<file path="config.mk">
export PLATFORM = sky130hd
export DESIGN_NAME = i2c_target_addr_timeout_cfg
export DESIGN_NICKNAME = d
export VERILOG_FILES = /design/src/design/i2c_cfg_pkg.sv /design/src/design/bus_timeout_timer.sv /design/src/design/i2c_target_addr_timeout_cfg.sv
export SDC_FILE = /design/constraint.sdc
export NUM_CORES = 1
export LEC_CHECK = 0
export ABC_AREA = 1
export BUFFER_PORTS_ARGS = -buffer_cell sky130_fd_sc_hd__buf_2
export CORE_ASPECT_RATIO = 1.1
export CORE_UTILIZATION = 35
export DETAILED_ROUTE_END_ITERATION = 7
export GPL_TIMING_DRIVEN = 0
export SYNTH_ARGS = -nofsm -noshare
export SYNTH_HDL_FRONTEND = slang
export SYNTH_HIERARCHICAL = 1
export SYNTH_SLANG_ARGS = --single-unit
</file>
<file path="constraint.sdc">
create_clock -name clk_i -period 3.3 [get_ports clk_i]
set_input_delay 0.825 -clock clk_i [delete_from_list [all_inputs] [get_ports clk_i]]
set_output_delay 0.825 -clock clk_i [all_outputs]
set_load 0.05 [all_outputs]
</file>
<file path="src/design/i2c_cfg_pkg.sv">
// Package: register map, field layout, reset values and timing constants
//
// Operation
// RQ1 - Target address comes from field; zero means address 0x08, else used as-is.
// RQ2 - Short-low enable times out the interface when SCL stays low about 25 ms.
// RQ3 - Short-high enable times out the interface when SCL stays high too long.
// RQ4 - Short-high duration codes: 0=64 ms, 1=512 ms, 2=1 ms, 3=15 ms.
// RQ5 - Long-low condition bit: clear watches SCL low, set watches SCL and SDA low.
// RQ6 - Long-low duration code 0 disables; codes 1-7 give code times 0.5 s.
// RQ7 - Long-low duration resets to code 4, active at 2 s.
// RQ8 - Short-high duration resets to code 3, 15 ms.
// RQ9 - Bus-busy enable times out a transaction longer than the long-low duration.
// RQ10 - CRC enable bit selects CRC on transfers for both ends; default off.
// RQ11 - Config word resets to 0x3400; address resets to 0x08, top bit reserved.
// RQ12 - Any enabled timeout abandons the transfer, releases SDA, returns to idle.
// RQ13 - Bus controller keeps phases and transactions shorter than enabled timeouts.
`default_nettype none
package i2c_cfg_pkg;
   // Register indices on the plain register port
   localparam logic [1:0] REG_ADDR = 2'h0;
   localparam logic [1:0] REG_CFG = 2'h1;
   localparam logic [1:0] REG_STAT = 2'h2;
   // Reset values
   localparam logic [7:0] ADDR_RST = 8'h08;
   localparam logic [15:0] CFG_RST = 16'h3400;
   localparam logic [6:0] ADDR_ZERO_MAP = 7'h08;
   // Writable bits of each register, reserved bits read zero
   localparam logic [7:0] ADDR_MASK = 8'h7f;
   localparam logic [15:0] CFG_MASK = 16'hff03;
   // Config field positions
   localparam int CFG_SL_EN = 15;
   localparam int CFG_SH_EN = 14;
   localparam int CFG_SH_SEL = 12;
   localparam int CFG_LL_COND = 11;
   localparam int CFG_LL_SEL = 8;
   localparam int CFG_BB_EN = 1;
   localparam int CFG_CRC_EN = 0;
   // Time base: one tick every TICK_US microseconds
   localparam int CLK_MHZ = 100;
   localparam int TICK_US = 500;
   localparam int TICK_CYC = TICK_US * CLK_MHZ;
   // Timeout durations in their own units
   localparam int SL_MS = 25;
   localparam int SH0_MS = 64;
   localparam int SH1_MS = 512;
   localparam int SH2_MS = 1;
   localparam int SH3_MS = 15;
   localparam int LL_STEP_MS = 500;
   // The same durations in ticks
   localparam int TO_W = 13;
   localparam logic [TO_W-1:0] SL_TICKS = TO_W'(SL_MS * 1000 / TICK_US);
   localparam logic [TO_W-1:0] SH0_TICKS = TO_W'(SH0_MS * 1000 / TICK_US);
   localparam logic [TO_W-1:0] SH1_TICKS = TO_W'(SH1_MS * 1000 / TICK_US);
   localparam logic [TO_W-1:0] SH2_TICKS = TO_W'(SH2_MS * 1000 / TICK_US);
   localparam logic [TO_W-1:0] SH3_TICKS = TO_W'(SH3_MS * 1000 / TICK_US);
   localparam logic [TO_W-1:0] LL_STEP_TICKS = TO_W'(LL_STEP_MS * 1000 / TICK_US);
   // Timer slots
   localparam int N_TO = 4;
   localparam int TO_SL = 0;
   localparam int TO_SH = 1;
   localparam int TO_LL = 2;
   localparam int TO_BB = 3;
   // Serial interface states, Gray along idle-addr-ack-hold
   typedef enum logic [1:0] {
      ST_IDLE = 2'b00,
      ST_ADDR = 2'b01,
      ST_ACK = 2'b11,
      ST_HOLD = 2'b10
   } if_state_t;
endpackage
`default_nettype wire

</file>
<file path="src/design/bus_timeout_timer.sv">
// Tick-based timeout timer: expires when its condition holds for limit ticks
`default_nettype none
module bus_timeout_timer #(
   parameter int W = 13
) (
   input wire logic clk_i,
   input wire logic arst_n_i,
   input wire logic tick_i,
   input wire logic en_i,
   input wire logic run_i,
   input wire logic [W-1:0] limit_i,
   output logic expired_o
);
   logic [W-1:0] cnt_q;
   logic [W-1:0] cnt_d;
   logic exp_q;
   logic exp_d;

   // Count ticks while enabled and condition holds, restart otherwise
   always_comb begin
      cnt_d = cnt_q;
      exp_d = 1'b0;
      if (!en_i || !run_i) begin
         cnt_d = '0;
      end else begin
         if (tick_i && (cnt_q < limit_i)) begin
            cnt_d = cnt_q + W'(1);
         end
         exp_d = (cnt_q >= limit_i);
      end
   end

   always_ff @(posedge clk_i or negedge arst_n_i) begin
      if (!arst_n_i) begin
         cnt_q <= '0;
         exp_q <= 1'b0;
      end else begin
         cnt_q <= cnt_d;
         exp_q <= exp_d;
      end
   end

   assign expired_o = exp_q;
endmodule
`default_nettype wire

</file>
<file path="src/design/i2c_target_addr_timeout_cfg.sv">
// I2C target front end with address, watchdog timeouts and CRC configuration
`default_nettype none
module i2c_target_addr_timeout_cfg
   import i2c_cfg_pkg::*;
#(
   parameter int unsigned TICK_CYCLES = TICK_CYC
) (
   input wire logic clk_i,
   input wire logic arst_n_i,
   // Register port
   input wire logic [1:0] reg_addr_i,
   input wire logic [15:0] reg_wdata_i,
   input wire logic reg_we_i,
   input wire logic reg_re_i,
   output logic [15:0] reg_rdata_o,
   // Bus pins
   input wire logic scl_i,
   input wire logic sda_i,
   output logic sda_o,
   output logic sda_oe_o,
   // Status to the rest of the device
   output logic [6:0] target_addr_o,
   output logic crc_en_o,
   output logic selected_o,
   output logic timeout_o
);
   localparam int DIV_W = 32;

   // Effective address: zero selects the fixed default
   function automatic logic [6:0] eff_addr(input logic [6:0] field);
      eff_addr = (field == 7'h00) ? ADDR_ZERO_MAP : field; // [RQ1]
   endfunction

   // Short-high duration decode to ticks
   function automatic logic [TO_W-1:0] sh_limit(input logic [1:0] code);
      case (code)
         2'h0: sh_limit = SH0_TICKS; // [RQ4]
         2'h1: sh_limit = SH1_TICKS;
         2'h2: sh_limit = SH2_TICKS;
         default: sh_limit = SH3_TICKS;
      endcase
   endfunction

   // Registers
   logic [7:0] addr_q;
   logic [7:0] addr_d;
   logic [15:0] cfg_q;
   logic [15:0] cfg_d;
   logic [15:0] rdata_q;
   logic [15:0] rdata_d;
   logic [N_TO-1:0] cause_q;
   logic [N_TO-1:0] cause_d;
   // Synchronisers and edge history
   logic scl_m_q;
   logic scl_s_q;
   logic scl_p_q;
   logic sda_m_q;
   logic sda_s_q;
   logic sda_p_q;
   // Time base
   logic [DIV_W-1:0] div_q;
   logic [DIV_W-1:0] div_d;
   logic tick_q;
   logic tick_d;
   // Serial interface
   if_state_t st_q;
   if_state_t st_d;
   logic [7:0] sh_q;
   logic [7:0] sh_d;
   logic [3:0] bit_q;
   logic [3:0] bit_d;
   logic busy_q;
   logic busy_d;
   logic oe_q;
   logic oe_d;
   logic sel_q;
   logic sel_d;
   logic to_q;
   logic to_d;
   logic [N_TO-1:0] exp_prev_q;
   // Timers
   logic [N_TO-1:0] to_en;
   logic [N_TO-1:0] to_run;
   logic [TO_W-1:0] to_lim [N_TO];
   logic [N_TO-1:0] expired;
   logic abort;
   logic start_c;
   logic stop_c;
   logic scl_rise;
   logic scl_fall;
   logic [2:0] ll_code;

   // Two-stage synchronisers on both pins, then one history stage
   always_ff @(posedge clk_i or negedge arst_n_i) begin
      if (!arst_n_i) begin
         scl_m_q <= 1'b1;
         scl_s_q <= 1'b1;
         scl_p_q <= 1'b1;
         sda_m_q <= 1'b1;
         sda_s_q <= 1'b1;
         sda_p_q <= 1'b1;
      end else begin
         scl_m_q <= scl_i;
         scl_s_q <= scl_m_q;
         scl_p_q <= scl_s_q;
         sda_m_q <= sda_i;
         sda_s_q <= sda_m_q;
         sda_p_q <= sda_s_q;
      end
   end

   // Bus conditions from synchronised levels
   assign start_c = scl_s_q && scl_p_q && sda_p_q && !sda_s_q;
   assign stop_c = scl_s_q && scl_p_q && !sda_p_q && sda_s_q;
   assign scl_rise = scl_s_q && !scl_p_q;
   assign scl_fall = !scl_s_q && scl_p_q;

   // Tick divider for all timeout timers
   always_comb begin
      tick_d = 1'b0;
      div_d = div_q + DIV_W'(1);
      if (div_q >= DIV_W'(TICK_CYCLES - 1)) begin
         div_d = '0;
         tick_d = 1'b1;
      end
   end

   always_ff @(posedge clk_i or negedge arst_n_i) begin
      if (!arst_n_i) begin
         div_q <= '0;
         tick_q <= 1'b0;
      end else begin
         div_q <= div_d;
         tick_q <= tick_d;
      end
   end

   // Timer enables, conditions and limits
   assign ll_code = cfg_q[CFG_LL_SEL +: 3];
   always_comb begin
      to_en[TO_SL] = cfg_q[CFG_SL_EN]; // [RQ2]
      to_run[TO_SL] = !scl_s_q;
      to_lim[TO_SL] = SL_TICKS;
      to_en[TO_SH] = cfg_q[CFG_SH_EN]; // [RQ3]
      to_run[TO_SH] = scl_s_q && busy_q;
      to_lim[TO_SH] = sh_limit(cfg_q[CFG_SH_SEL +: 2]);
      to_en[TO_LL] = (ll_code != 3'h0); // [RQ6]
      to_run[TO_LL] = cfg_q[CFG_LL_COND] ? (!scl_s_q && !sda_s_q) : !scl_s_q; // [RQ5]
      to_lim[TO_LL] = TO_W'(ll_code) * LL_STEP_TICKS; // [RQ6]
      to_en[TO_BB] = cfg_q[CFG_BB_EN] && (ll_code != 3'h0); // [RQ9]
      to_run[TO_BB] = busy_q;
      to_lim[TO_BB] = TO_W'(ll_code) * LL_STEP_TICKS; // [RQ9]
   end

   // One timer per watchdog
   genvar gi;
   generate
      for (gi = 0; gi < N_TO; gi++) begin : g_to
         bus_timeout_timer #(
            .W(TO_W)
         ) u_timer (
            .clk_i(clk_i),
            .arst_n_i(arst_n_i),
            .tick_i(tick_q),
            .en_i(to_en[gi]),
            .run_i(to_run[gi]),
            .limit_i(to_lim[gi]),
            .expired_o(expired[gi])
         );
      end
   endgenerate

   // Any expiring timer aborts the interface
   assign abort = |expired;

   // Interface state machine: start, address byte, ack, hold until stop
   always_comb begin
      st_d = st_q;
      sh_d = sh_q;
      bit_d = bit_q;
      busy_d = busy_q;
      oe_d = oe_q;
      sel_d = sel_q;
      if (abort) begin
         st_d = ST_IDLE; // [RQ12]
         busy_d = 1'b0;
         oe_d = 1'b0;
         sel_d = 1'b0;
         bit_d = '0;
      end else if (start_c) begin
         st_d = ST_ADDR;
         busy_d = 1'b1;
         oe_d = 1'b0;
         sel_d = 1'b0;
         bit_d = '0;
      end else if (stop_c) begin
         st_d = ST_IDLE;
         busy_d = 1'b0;
         oe_d = 1'b0;
         sel_d = 1'b0;
      end else begin
         case (st_q)
            ST_IDLE: begin
               oe_d = 1'b0;
            end
            ST_ADDR: begin
               if (scl_rise) begin
                  sh_d = {sh_q[6:0], sda_s_q};
                  bit_d = bit_q + 4'h1;
               end
               if (scl_fall && (bit_q == 4'h8)) begin
                  if (sh_q[7:1] == eff_addr(addr_q[6:0])) begin // [RQ1]
                     st_d = ST_ACK;
                     oe_d = 1'b1;
                     sel_d = 1'b1;
                  end else begin
                     st_d = ST_HOLD;
                  end
               end
            end
            ST_ACK: begin
               if (scl_fall) begin
                  st_d = ST_HOLD;
                  oe_d = 1'b0;
               end
            end
            ST_HOLD: begin
               oe_d = 1'b0;
            end
            default: begin
               st_d = ST_IDLE;
               oe_d = 1'b0;
            end
         endcase
      end
   end

   always_ff @(posedge clk_i or negedge arst_n_i) begin
      if (!arst_n_i) begin
         st_q <= ST_IDLE;
         sh_q <= '0;
         bit_q <= '0;
         busy_q <= 1'b0;
         oe_q <= 1'b0;
         sel_q <= 1'b0;
      end else begin
         st_q <= st_d;
         sh_q <= sh_d;
         bit_q <= bit_d;
         busy_q <= busy_d;
         oe_q <= oe_d;
         sel_q <= sel_d;
      end
   end

   // Timeout pulse on a new expiry; cause bits set wins over clear at start
   always_comb begin
      to_d = |(expired & ~exp_prev_q);
      cause_d = cause_q;
      if (start_c) begin
         cause_d = '0;
      end
      cause_d = cause_d | (expired & ~exp_prev_q);
   end

   always_ff @(posedge clk_i or negedge arst_n_i) begin
      if (!arst_n_i) begin
         exp_prev_q <= '0;
         to_q <= 1'b0;
         cause_q <= '0;
      end else begin
         exp_prev_q <= expired;
         to_q <= to_d;
         cause_q <= cause_d;
      end
   end

   // Register writes and read data, one cycle after the read strobe
   always_comb begin
      addr_d = addr_q;
      cfg_d = cfg_q;
      rdata_d = '0;
      if (reg_we_i) begin
         case (reg_addr_i)
            REG_ADDR: addr_d = reg_wdata_i[7:0] & ADDR_MASK; // [RQ11]
            REG_CFG: cfg_d = reg_wdata_i & CFG_MASK;
            default: begin
            end
         endcase
      end
      if (reg_re_i) begin
         case (reg_addr_i)
            REG_ADDR: rdata_d = {8'h00, addr_q};
            REG_CFG: rdata_d = cfg_q;
            REG_STAT: rdata_d = {8'h00, st_q, sel_q, busy_q, cause_q};
            default: rdata_d = '0;
         endcase
      end
   end

   always_ff @(posedge clk_i or negedge arst_n_i) begin
      if (!arst_n_i) begin
         addr_q <= ADDR_RST; // [RQ11]
         cfg_q <= CFG_RST; // [RQ7] [RQ8] [RQ11]
         rdata_q <= '0;
      end else begin
         addr_q <= addr_d;
         cfg_q <= cfg_d;
         rdata_q <= rdata_d;
      end
   end

   // Output stage, all registered
   logic [6:0] taddr_q;
   logic crc_q;
   logic sda_q;
   always_ff @(posedge clk_i or negedge arst_n_i) begin
      if (!arst_n_i) begin
         taddr_q <= ADDR_ZERO_MAP;
         crc_q <= 1'b0;
         sda_q <= 1'b0;
      end else begin
         taddr_q <= eff_addr(addr_q[6:0]); // [RQ1]
         crc_q <= cfg_q[CFG_CRC_EN]; // [RQ10]
         sda_q <= 1'b0;
      end
   end

   assign reg_rdata_o = rdata_q;
   assign sda_o = sda_q;
   assign sda_oe_o = oe_q;
   assign target_addr_o = taddr_q;
   assign crc_en_o = crc_q;
   assign selected_o = sel_q;
   assign timeout_o = to_q;
endmodule
`default_nettype wire

</file>
### Yosys cells after proc, flatten, opt, wreduce, memory -nomap -nowiden

Cells that the tools add are included.

* flip-flop bits (word level): 162
* output and inout bits: 28
* logic and storage cells: 167

* add/subtract/negate cells: 6
* multiply operators: 1
* $lt $le $gt $ge: 9
* equal/unequal tests: 13
* mux-type cells: 46
* bitwise gates (word level): 6
* reduce and logical (&&, ||, !) cells: 56

Operator list (number)
* 13-bit 2-to-1 mux: 8
* 13-bit by 1-bit adder with 13-bit output (second input constant): 4
* 16-bit one-hot mux with 3 select lines: 1
* 11-bit one-hot mux with 3 select lines: 1
* 32-bit by 1-bit adder with 32-bit output (second input constant): 1
* 32-bit by 16-bit greater-or-equal comparator with 1-bit output (second input constant): 1
* 32-bit 2-to-1 mux: 1
* 13-bit greater-or-equal comparator: 2
* 13-bit less-than comparator: 2
* 4-bit 2-to-1 mux: 6
* 1-bit 2-to-1 mux: 20
* 16-bit 2-to-1 mux: 1
* 1-bit logical AND: 15
* 5-bit != test (second input constant): 3
* 13-bit by 11-bit greater-or-equal comparator with 1-bit output: 1
* 13-bit by 6-bit greater-or-equal comparator with 1-bit output (second input constant): 1
* 13-bit by 11-bit less-than comparator with 1-bit output: 1
* 13-bit by 6-bit less-than comparator with 1-bit output (second input constant): 1
* 3-bit AND reduction: 4
* 3-bit nonzero test: 4
* 4-bit nonzero test: 3
* 1-bit logical NOT: 11
* 3-bit by 7-bit multiplier with 10-bit output (second input constant): 1
* 2-bit 2-to-1 mux: 5
* other kinds (22): 39

### Logic depth before layout (Yosys ltp)

Gate-level depths: netlist (run 1).

* depth in word-level cells: 9
* depth in mapped cells: 18

### By module

The synthesis (run 1) kept the hierarchy.

By module, submodules not included
* bus_timeout_timer: times used 4, cells each 188, area an instance 1291.2 µm², seq. area each 350.3 µm²
* i2c_target_addr_timeout_cfg: times used 1, cells each 460, area an instance 4533.1 µm², seq. area each 2666.3 µm²

### Worst setup path after synthesis (run 1)

No wires, ideal clock.

* path kind: register -> register
* start point: reg cfg_q[10]
* end point: reg g_to[3].u_timer.cnt_q[12]
* data arrival time: 3.210 ns
* required time: 3.183 ns
* slack: -0.027 ns
* stages on the path, launching flop included: 17
* buffers on the path: 1
* clock period less this slack: 3.327 ns
* cells stage by stage: dfstp_2 > fa_1 > fa_1 > fa_1 > xor2_1 > inv_1 > ha_1 > nand2_1 > nor2_4 > inv_2 > nor2_4 > nand2_2 > nand3_4 > nand2_4 > buf_6 > nand2_1 > nand2_1

RTL lines
* start, declared: RTL line i2c_target_addr_timeout_cfg.sv:47 `logic [15:0] cfg_q;`
* start signal, assigned: RTL line i2c_target_addr_timeout_cfg.sv:308 `cfg_q <= cfg_d;`
* end signal, assigned: RTL line bus_timeout_timer.sv:38 `cnt_q <= cnt_d;`
* end, declared: RTL line bus_timeout_timer.sv:14 `logic [W-1:0] cnt_q;`

==> impl_metrics.yaml, run 1 <==
outcome:
  status: "finished, violations left"
  violations: "negative setup slack"
finish:
  final_nets: 1434
  instances_no_fill: 1708
  antenna_cells: 0
  seqCellArea_sq_um: 4070
  area_growth_pct: 18.8
  final_cell_area_sq_um: 11500
  multiInputGateArea_sq_um: 5020
  utilization: 0.425
  final_layout_size_suffix_gt1_frac: 0.180
  fill_cells: 2689
routing:
  vias: 7685
  drt_iter0_drc: 497
  drt_pre_antenna_iters: 5
  viasPerCell: 4.50
  ant_nets: 0
  routed_wl_microns: 20300
  route.detailed.drc: 0
  routedWlPerCell_microns: 11.9
logic_synthesis:
  ys_seq_area_frac: 0.419
  synth.most_common_cell: "nand2_1"
  yosys.area.top_type_share: 0.390
  netlist_area_sq_um: 9700
  synth_warnings: 6
  avgSynthCellArea_sq_um: 8.00
  ys_types: 43
  synth_cells: 1212
  yosysTopAreaCell: "dfrtp_1"
  ys_ff_latch: 162
  ys.flop_type: "dfrtp_1"
  synth_commonest_cells: "nand2_1 (307), inv_1 (183), dfrtp_1 (151)"
  synth_edf_count: 0
  synthArstFlopShare: 1.00
  yosys-top-cells-area: "dfrtp_1 (39%), nand2_1 (12%), ha_1 (8.8%), inv_1 (7.1%), nand3_1 (5.2%)"
pwr:
  p_per_area_nw_per_um2: 476
  p_leak_nw: 5.82
  irDropWorstVdd_mv: 0.432
  power_mw: 5.48
sta:
  finClkSkew_ns: 0.0111
  maxSlewHeadroom: 0.538
  finalCritPeriodShare: 1.02
  fin_crit_ns: 3.35
  drv_slew: 0
  rsz0062_at_grt: "yes"
  finalSetupViolCount: 13
  whs_ns: 0.314
  fmax_mhz: 299
  hold_viol: 0
  fin_ws_ns: -0.0500
  worst_pin_slew_ns: 0.692
place:
  globalplace.congestion: 0.776
  portBuffers: 49
  dpl_cell_area_sq_um: 10600
  placedCellCount: 1660
  hpwl_microns: 14600
clocking:
  clock-root-buffer: "clkbuf_16"
  cts_tree: "yes"
  cts_buffers: 17
  h-tree-depth: 4
  numClockSinks: 162
  cts_hold_buf: 0
  clkLatencyLatePin_ns: 0.43
  clock_path_buffers: 2
  path_clk_slew_ns: 0.07
global_route:
  grt-busiest-layer: "met2"
  antenna_found_initial: 0
  track_usage: 0.153
  globalRouteMet1Util: 0.190
  met3_usage: 0.0319
  grt_pass1_wl_microns: 35000
  grt_pass1_vias: 7417
  grt_max_degree: 102
  use_met2: 0.264
  overflow: 0
flow_run:
  drv_cap: 0
critical_path:
  path_max_fanout: 10
  endpoint_kind: "register"
  start_kind: "register"
  cp.arrival_ns: 3.68
  worstSetupPathType: "reg2reg"
  worstPathRequired_ns: 3.63
die:
  num_rows: 63
  ios: 52
  die-width_microns: 161
  die_y_microns: 177
  dieArea_sq_um: 28400
  core-area_sq_um: 27100
  initial_core_util: 0.358
worst_hold_path:
  hold_path_class: "in2async"
critical path, cell delays in order, from the launching register on:
cell     delay (ns)
dfstp_2        0.56
fa_2           0.50
ha_4           0.25
a211o_1        0.32
buf_4          0.15
a21oi_2        0.19
inv_1          0.07
ha_1           0.30
nand2_2        0.08
nor2_4         0.04
buf_4          0.13
a21oi_4        0.15
nand3_4        0.11
buf_6          0.14
buf_6          0.13
nand3_1        0.07
nand2_1        0.06
sequential cells by signal (all words and copies together), names as in the netlist, 2 cells and up:
| name | cells |
|---|---|
| sh_q | 8 |
| st_q | 2 |
| div_q | 32 |
| target_addr_o | 7 |
| reg_rdata_o | 16 |
| cfg_q | 10 |
| bit_q | 4 |
| exp_prev_q | 4 |
| cause_q | 4 |
| g_to.u_timer/cnt_q | 52 |
| addr_q | 7 |
| g_to.u_timer/expired_o | 4 |
worst paths after layout:
kind,endpoint,cells after the start,from,slack [ns]
worst max-delay path,g_to[2].u_timer/cnt_q[2],16,cfg_q[10],-0.05
worst min-delay path,g_to[1].u_timer/cnt_q[5],1,arst_n_i,0.31
worst max register to register,g_to[2].u_timer/cnt_q[2],16,cfg_q[10],-0.05
worst min register to register,scl_s_q,0,scl_m_q,0.36
max in group asynchronous,scl_p_q,2,arst_n_i,2.12
min in group clk_i,scl_s_q,0,scl_m_q,0.36
area by class of cell:
cell class,count,area share
sequential,162,0.353
multi-input combinational,864,0.436
timing repair buffer,67,0.0380
inverter,198,0.0646
tap,357,0.0388
clock inverter,14,0.0150
clock buffer,18,0.0381
buffer,28,0.0158
power by group:
group | total (mW) | internal, mW | switching (mW)
clock network | 2.04 | 1.16 | 0.880
registers | 2.19 | 2.10 | 0.0851
logic | 1.25 | 0.463 | 0.788
metal layers:
metal / routed length [microns] / up-vias
li1: - / 4006
met1: 9530 / 3560
met2: 9810 / 99
met3: 637 / 20
met4: 276 / 0
met5: 0 / -
cells by family (layout without fill, tap and decap cells):
group	after synthesis	count (layout)	synth area share
AOI/OAI and AO/OA	79	79	0.0440
xor gates and xnor gates	38	38	0.0343
adders and majority gates	72	72	0.0960
buffers and inverters	227	325	0.0962
DFF	162	162	0.419
muxes	1	1	0.00116
other	2	43	0.000774
and+or+nand+nor	631	631	0.308
placed cells by master (no fill, tap or decap), drive strengths merged, types with 9 or more instances in the layout:
master / netlist / layout
clkinv: 2 / 9
nand2: 328 / 328
xor2: 34 / 34
buf: 12 / 78
ha: 68 / 68
inv: 196 / 201
dfstp: 11 / 11
o21ai: 25 / 25
dfrtp: 151 / 151
conb: 2 / 43
nor2: 133 / 133
nand4: 23 / 23
nand3: 106 / 106
nor3: 27 / 27
a21oi: 49 / 49
clkbuf: 17 / 35
stage by stage:
step	TNS (ns)	setup slack, ns
2_1_floorplan	0	0.0480
3_3_place_gp	-179.11	-1.14
3_5_place_dp	-8.13	-0.355
4_1_cts	-0.205	-0.0284
5_1_grt	-3.88	-0.168
6_report	-0.482	-0.0500
repair_timing:
item | 4_1_cts | 5_1_grt
pin swaps | 23 | 8
setup endpoints to repair | 28 | 27
buffers inserted | 14 | 1
cloned | 2 | 0
resized for setup | 28 | 9
(Power assumes the default switching activity.)
==> run 2, diff against run 1 <==
--- a/config.mk
+++ b/config.mk
@@ -6,10 +6,10 @@
 export NUM_CORES = 1
 export LEC_CHECK = 0
 export ABC_AREA = 1
-export BUFFER_PORTS_ARGS = -buffer_cell sky130_fd_sc_hd__buf_2
 export CORE_ASPECT_RATIO = 1.1
 export CORE_UTILIZATION = 35
 export DETAILED_ROUTE_END_ITERATION = 7
+export DONT_BUFFER_PORTS = 1
 export GPL_TIMING_DRIVEN = 0
 export SYNTH_ARGS = -nofsm -noshare
 export SYNTH_HDL_FRONTEND = slang
==> impl_metrics.yaml, run 2 (same netlist as run 1, synthesis figures left out) <==
routing:
  drt_pre_antenna_iters: 5
  route.detailed.drc: 0
  vias: 7524
  ant_nets: 0
  routedWlPerCell_microns: 12.1
  viasPerCell: 4.54
  routed_wl_microns: 20100
  drt_iter0_drc: 447
critical_path:
  cp.arrival_ns: 3.70
  start_kind: "register"
  worstPathRequired_ns: 3.63
  r2r-start: "cfg_q[9]"
  startpoint: "cfg_q[9]"
  reg2reg_depth: 17
  reg2reg_setup_slack_ns: -0.07
  endpoint_kind: "register"
  worstSetupPathType: "reg2reg"
  r2r_end: "g_to[2].u_timer/cnt_q[12]"
  path_max_fanout: 5
clocking:
  clock_path_buffers: 2
  cts_hold_buf: 0
  clkLatencyLatePin_ns: 0.43
  cts_buffers: 17
  numClockSinks: 162
  cts_tree: "yes"
  h-tree-depth: 4
  clock-root-buffer: "clkbuf_16"
  path_clk_slew_ns: 0.07
finish:
  final_layout_size_suffix_gt1_frac: 0.155
  final_nets: 1383
  seqCellArea_sq_um: 4070
  instances_no_fill: 1658
  area_growth_pct: 15.9
  final_common_cell: "nand2_1"
  largest_register: "g_to.u_timer/cnt_q"
  final_cell_mix: "nand2_1 (296), inv_1 (178), dfrtp_1 (149), nor2_1 (105), nand3_1 (90)"
  fill_cells: 2747
  multiInputGateArea_sq_um: 5060
  largest_register_ffs: 52
flow_run:
  drv_cap: 0
sta:
  rsz0062_at_grt: "yes"
  whs_ns: 0.0831
  fin_crit_ns: 3.37
  fin_ws_ns: -0.0739
  finClkSkew_ns: 0.00955
  worst_pin_slew_ns: 0.713
  maxSlewHeadroom: 0.525
  finalSetupViolCount: 26
  finalCritPeriodShare: 1.02
  fmax_mhz: 296
  drv_slew: 0
  hold_viol: 0
die:
  die_y_microns: 177
  ios: 52
  initial_core_util: 0.358
  dieArea_sq_um: 28400
  core-area_sq_um: 27100
  die-width_microns: 161
  num_rows: 63
global_route:
  overflow: 0
  grt_pass1_vias: 7501
  grt_max_degree: 163
  grt_pass1_wl_microns: 35200
  track_usage: 0.153
  antenna_found_initial: 1
place:
  placedCellCount: 1610
  globalplace.congestion: 0.823
  hpwl_microns: 14300
  portBuffers: 0
pwr:
  p_per_area_nw_per_um2: 477
  p_leak_nw: 5.58
  power_mw: 5.37
  irDropWorstVdd_mv: 0.432
worst_hold_path:
  hold_path_class: "in2async"
outcome:
  violations: "negative setup slack"
  status: "finished, violations left"
run 2: metrics by stage:
stage	instance area, sq um	worst slack (ns)	utilization	TNS [ns]
2_1_floorplan	9860	0.0480	-	0
3_3_place_gp	10300	-0.311	0.380	-7.06
3_5_place_dp	10300	-0.344	0.380	-7.88
4_1_cts	11000	-0.0348	0.407	-0.259
5_1_grt	11200	-0.181	0.415	-3.84
6_report	11200	-0.0739	0.415	-1.02
run 2: how the worst max path moves through the flow:
| stage | endpoint | cells after the start |
|---|---|---|
| after global routing | g_to[2].u_timer/cnt_q[2] | 17 |
| after global placement | g_to[2].u_timer/cnt_q[2] | 18 |
| after CTS | g_to[2].u_timer/cnt_q[3] | 17 |
| final | g_to[2].u_timer/cnt_q[12] | 17 |
| after detailed placement | g_to[2].u_timer/cnt_q[3] | 18 |
| after floorplan | g_to[3].u_timer/cnt_q[12] | 16 |
run 2: repair_timing:
action | CTS | global route
cloned | 1 | 1
pin swaps | 8 | 12
setup endpoints to repair | 28 | 28
setup buffers | 11 | 4
resized for setup | 15 | 33
run 2: power breakdown:
group,internal (mW),leakage (nW),switching [mW]
registers,2.10,2.12,0.182
logic,0.407,3.17,0.636
clock network,1.14,0.292,0.896
total,3.65,5.58,1.71
run 2: routing by layer:
metal | vias up | track usage | share of wire
met5 | - | 0 | 0
met4 | 0 | 0.0519 | 0.014
met3 | 22 | 0.0338 | 0.035
met2 | 94 | 0.267 | 0.50
met1 | 3503 | 0.186 | 0.45
li1 | 3905 | - | -
run 2: final cells by class:
class / count / area share
diodes: 1 / 0.000223
plain buffers: 28 / 0.0165
clock buffers: 18 / 0.0382
clock inverters: 14 / 0.0149
inverters: 198 / 0.0662
multi-input cells: 864 / 0.450
flip-flops and latches: 162 / 0.362
well taps: 357 / 0.0397
repair buffers: 16 / 0.0126
run 2: critical path: stages, from the launching register on:
cell and delay [ns]:
dfrtp_2 0.45, fa_2 0.66, ha_4 0.23, a211o_1 0.32, a21oi_2 0.17, xnor2_2 0.15
inv_1 0.12, ha_4 0.29, nand2_4 0.06, nor2_4 0.13, inv_2 0.05, nor2_4 0.11
nand2_2 0.08, nand3_4 0.10, nand2_4 0.10, clkbuf_16 0.18, nand2_2 0.05, nand2_1 0.04
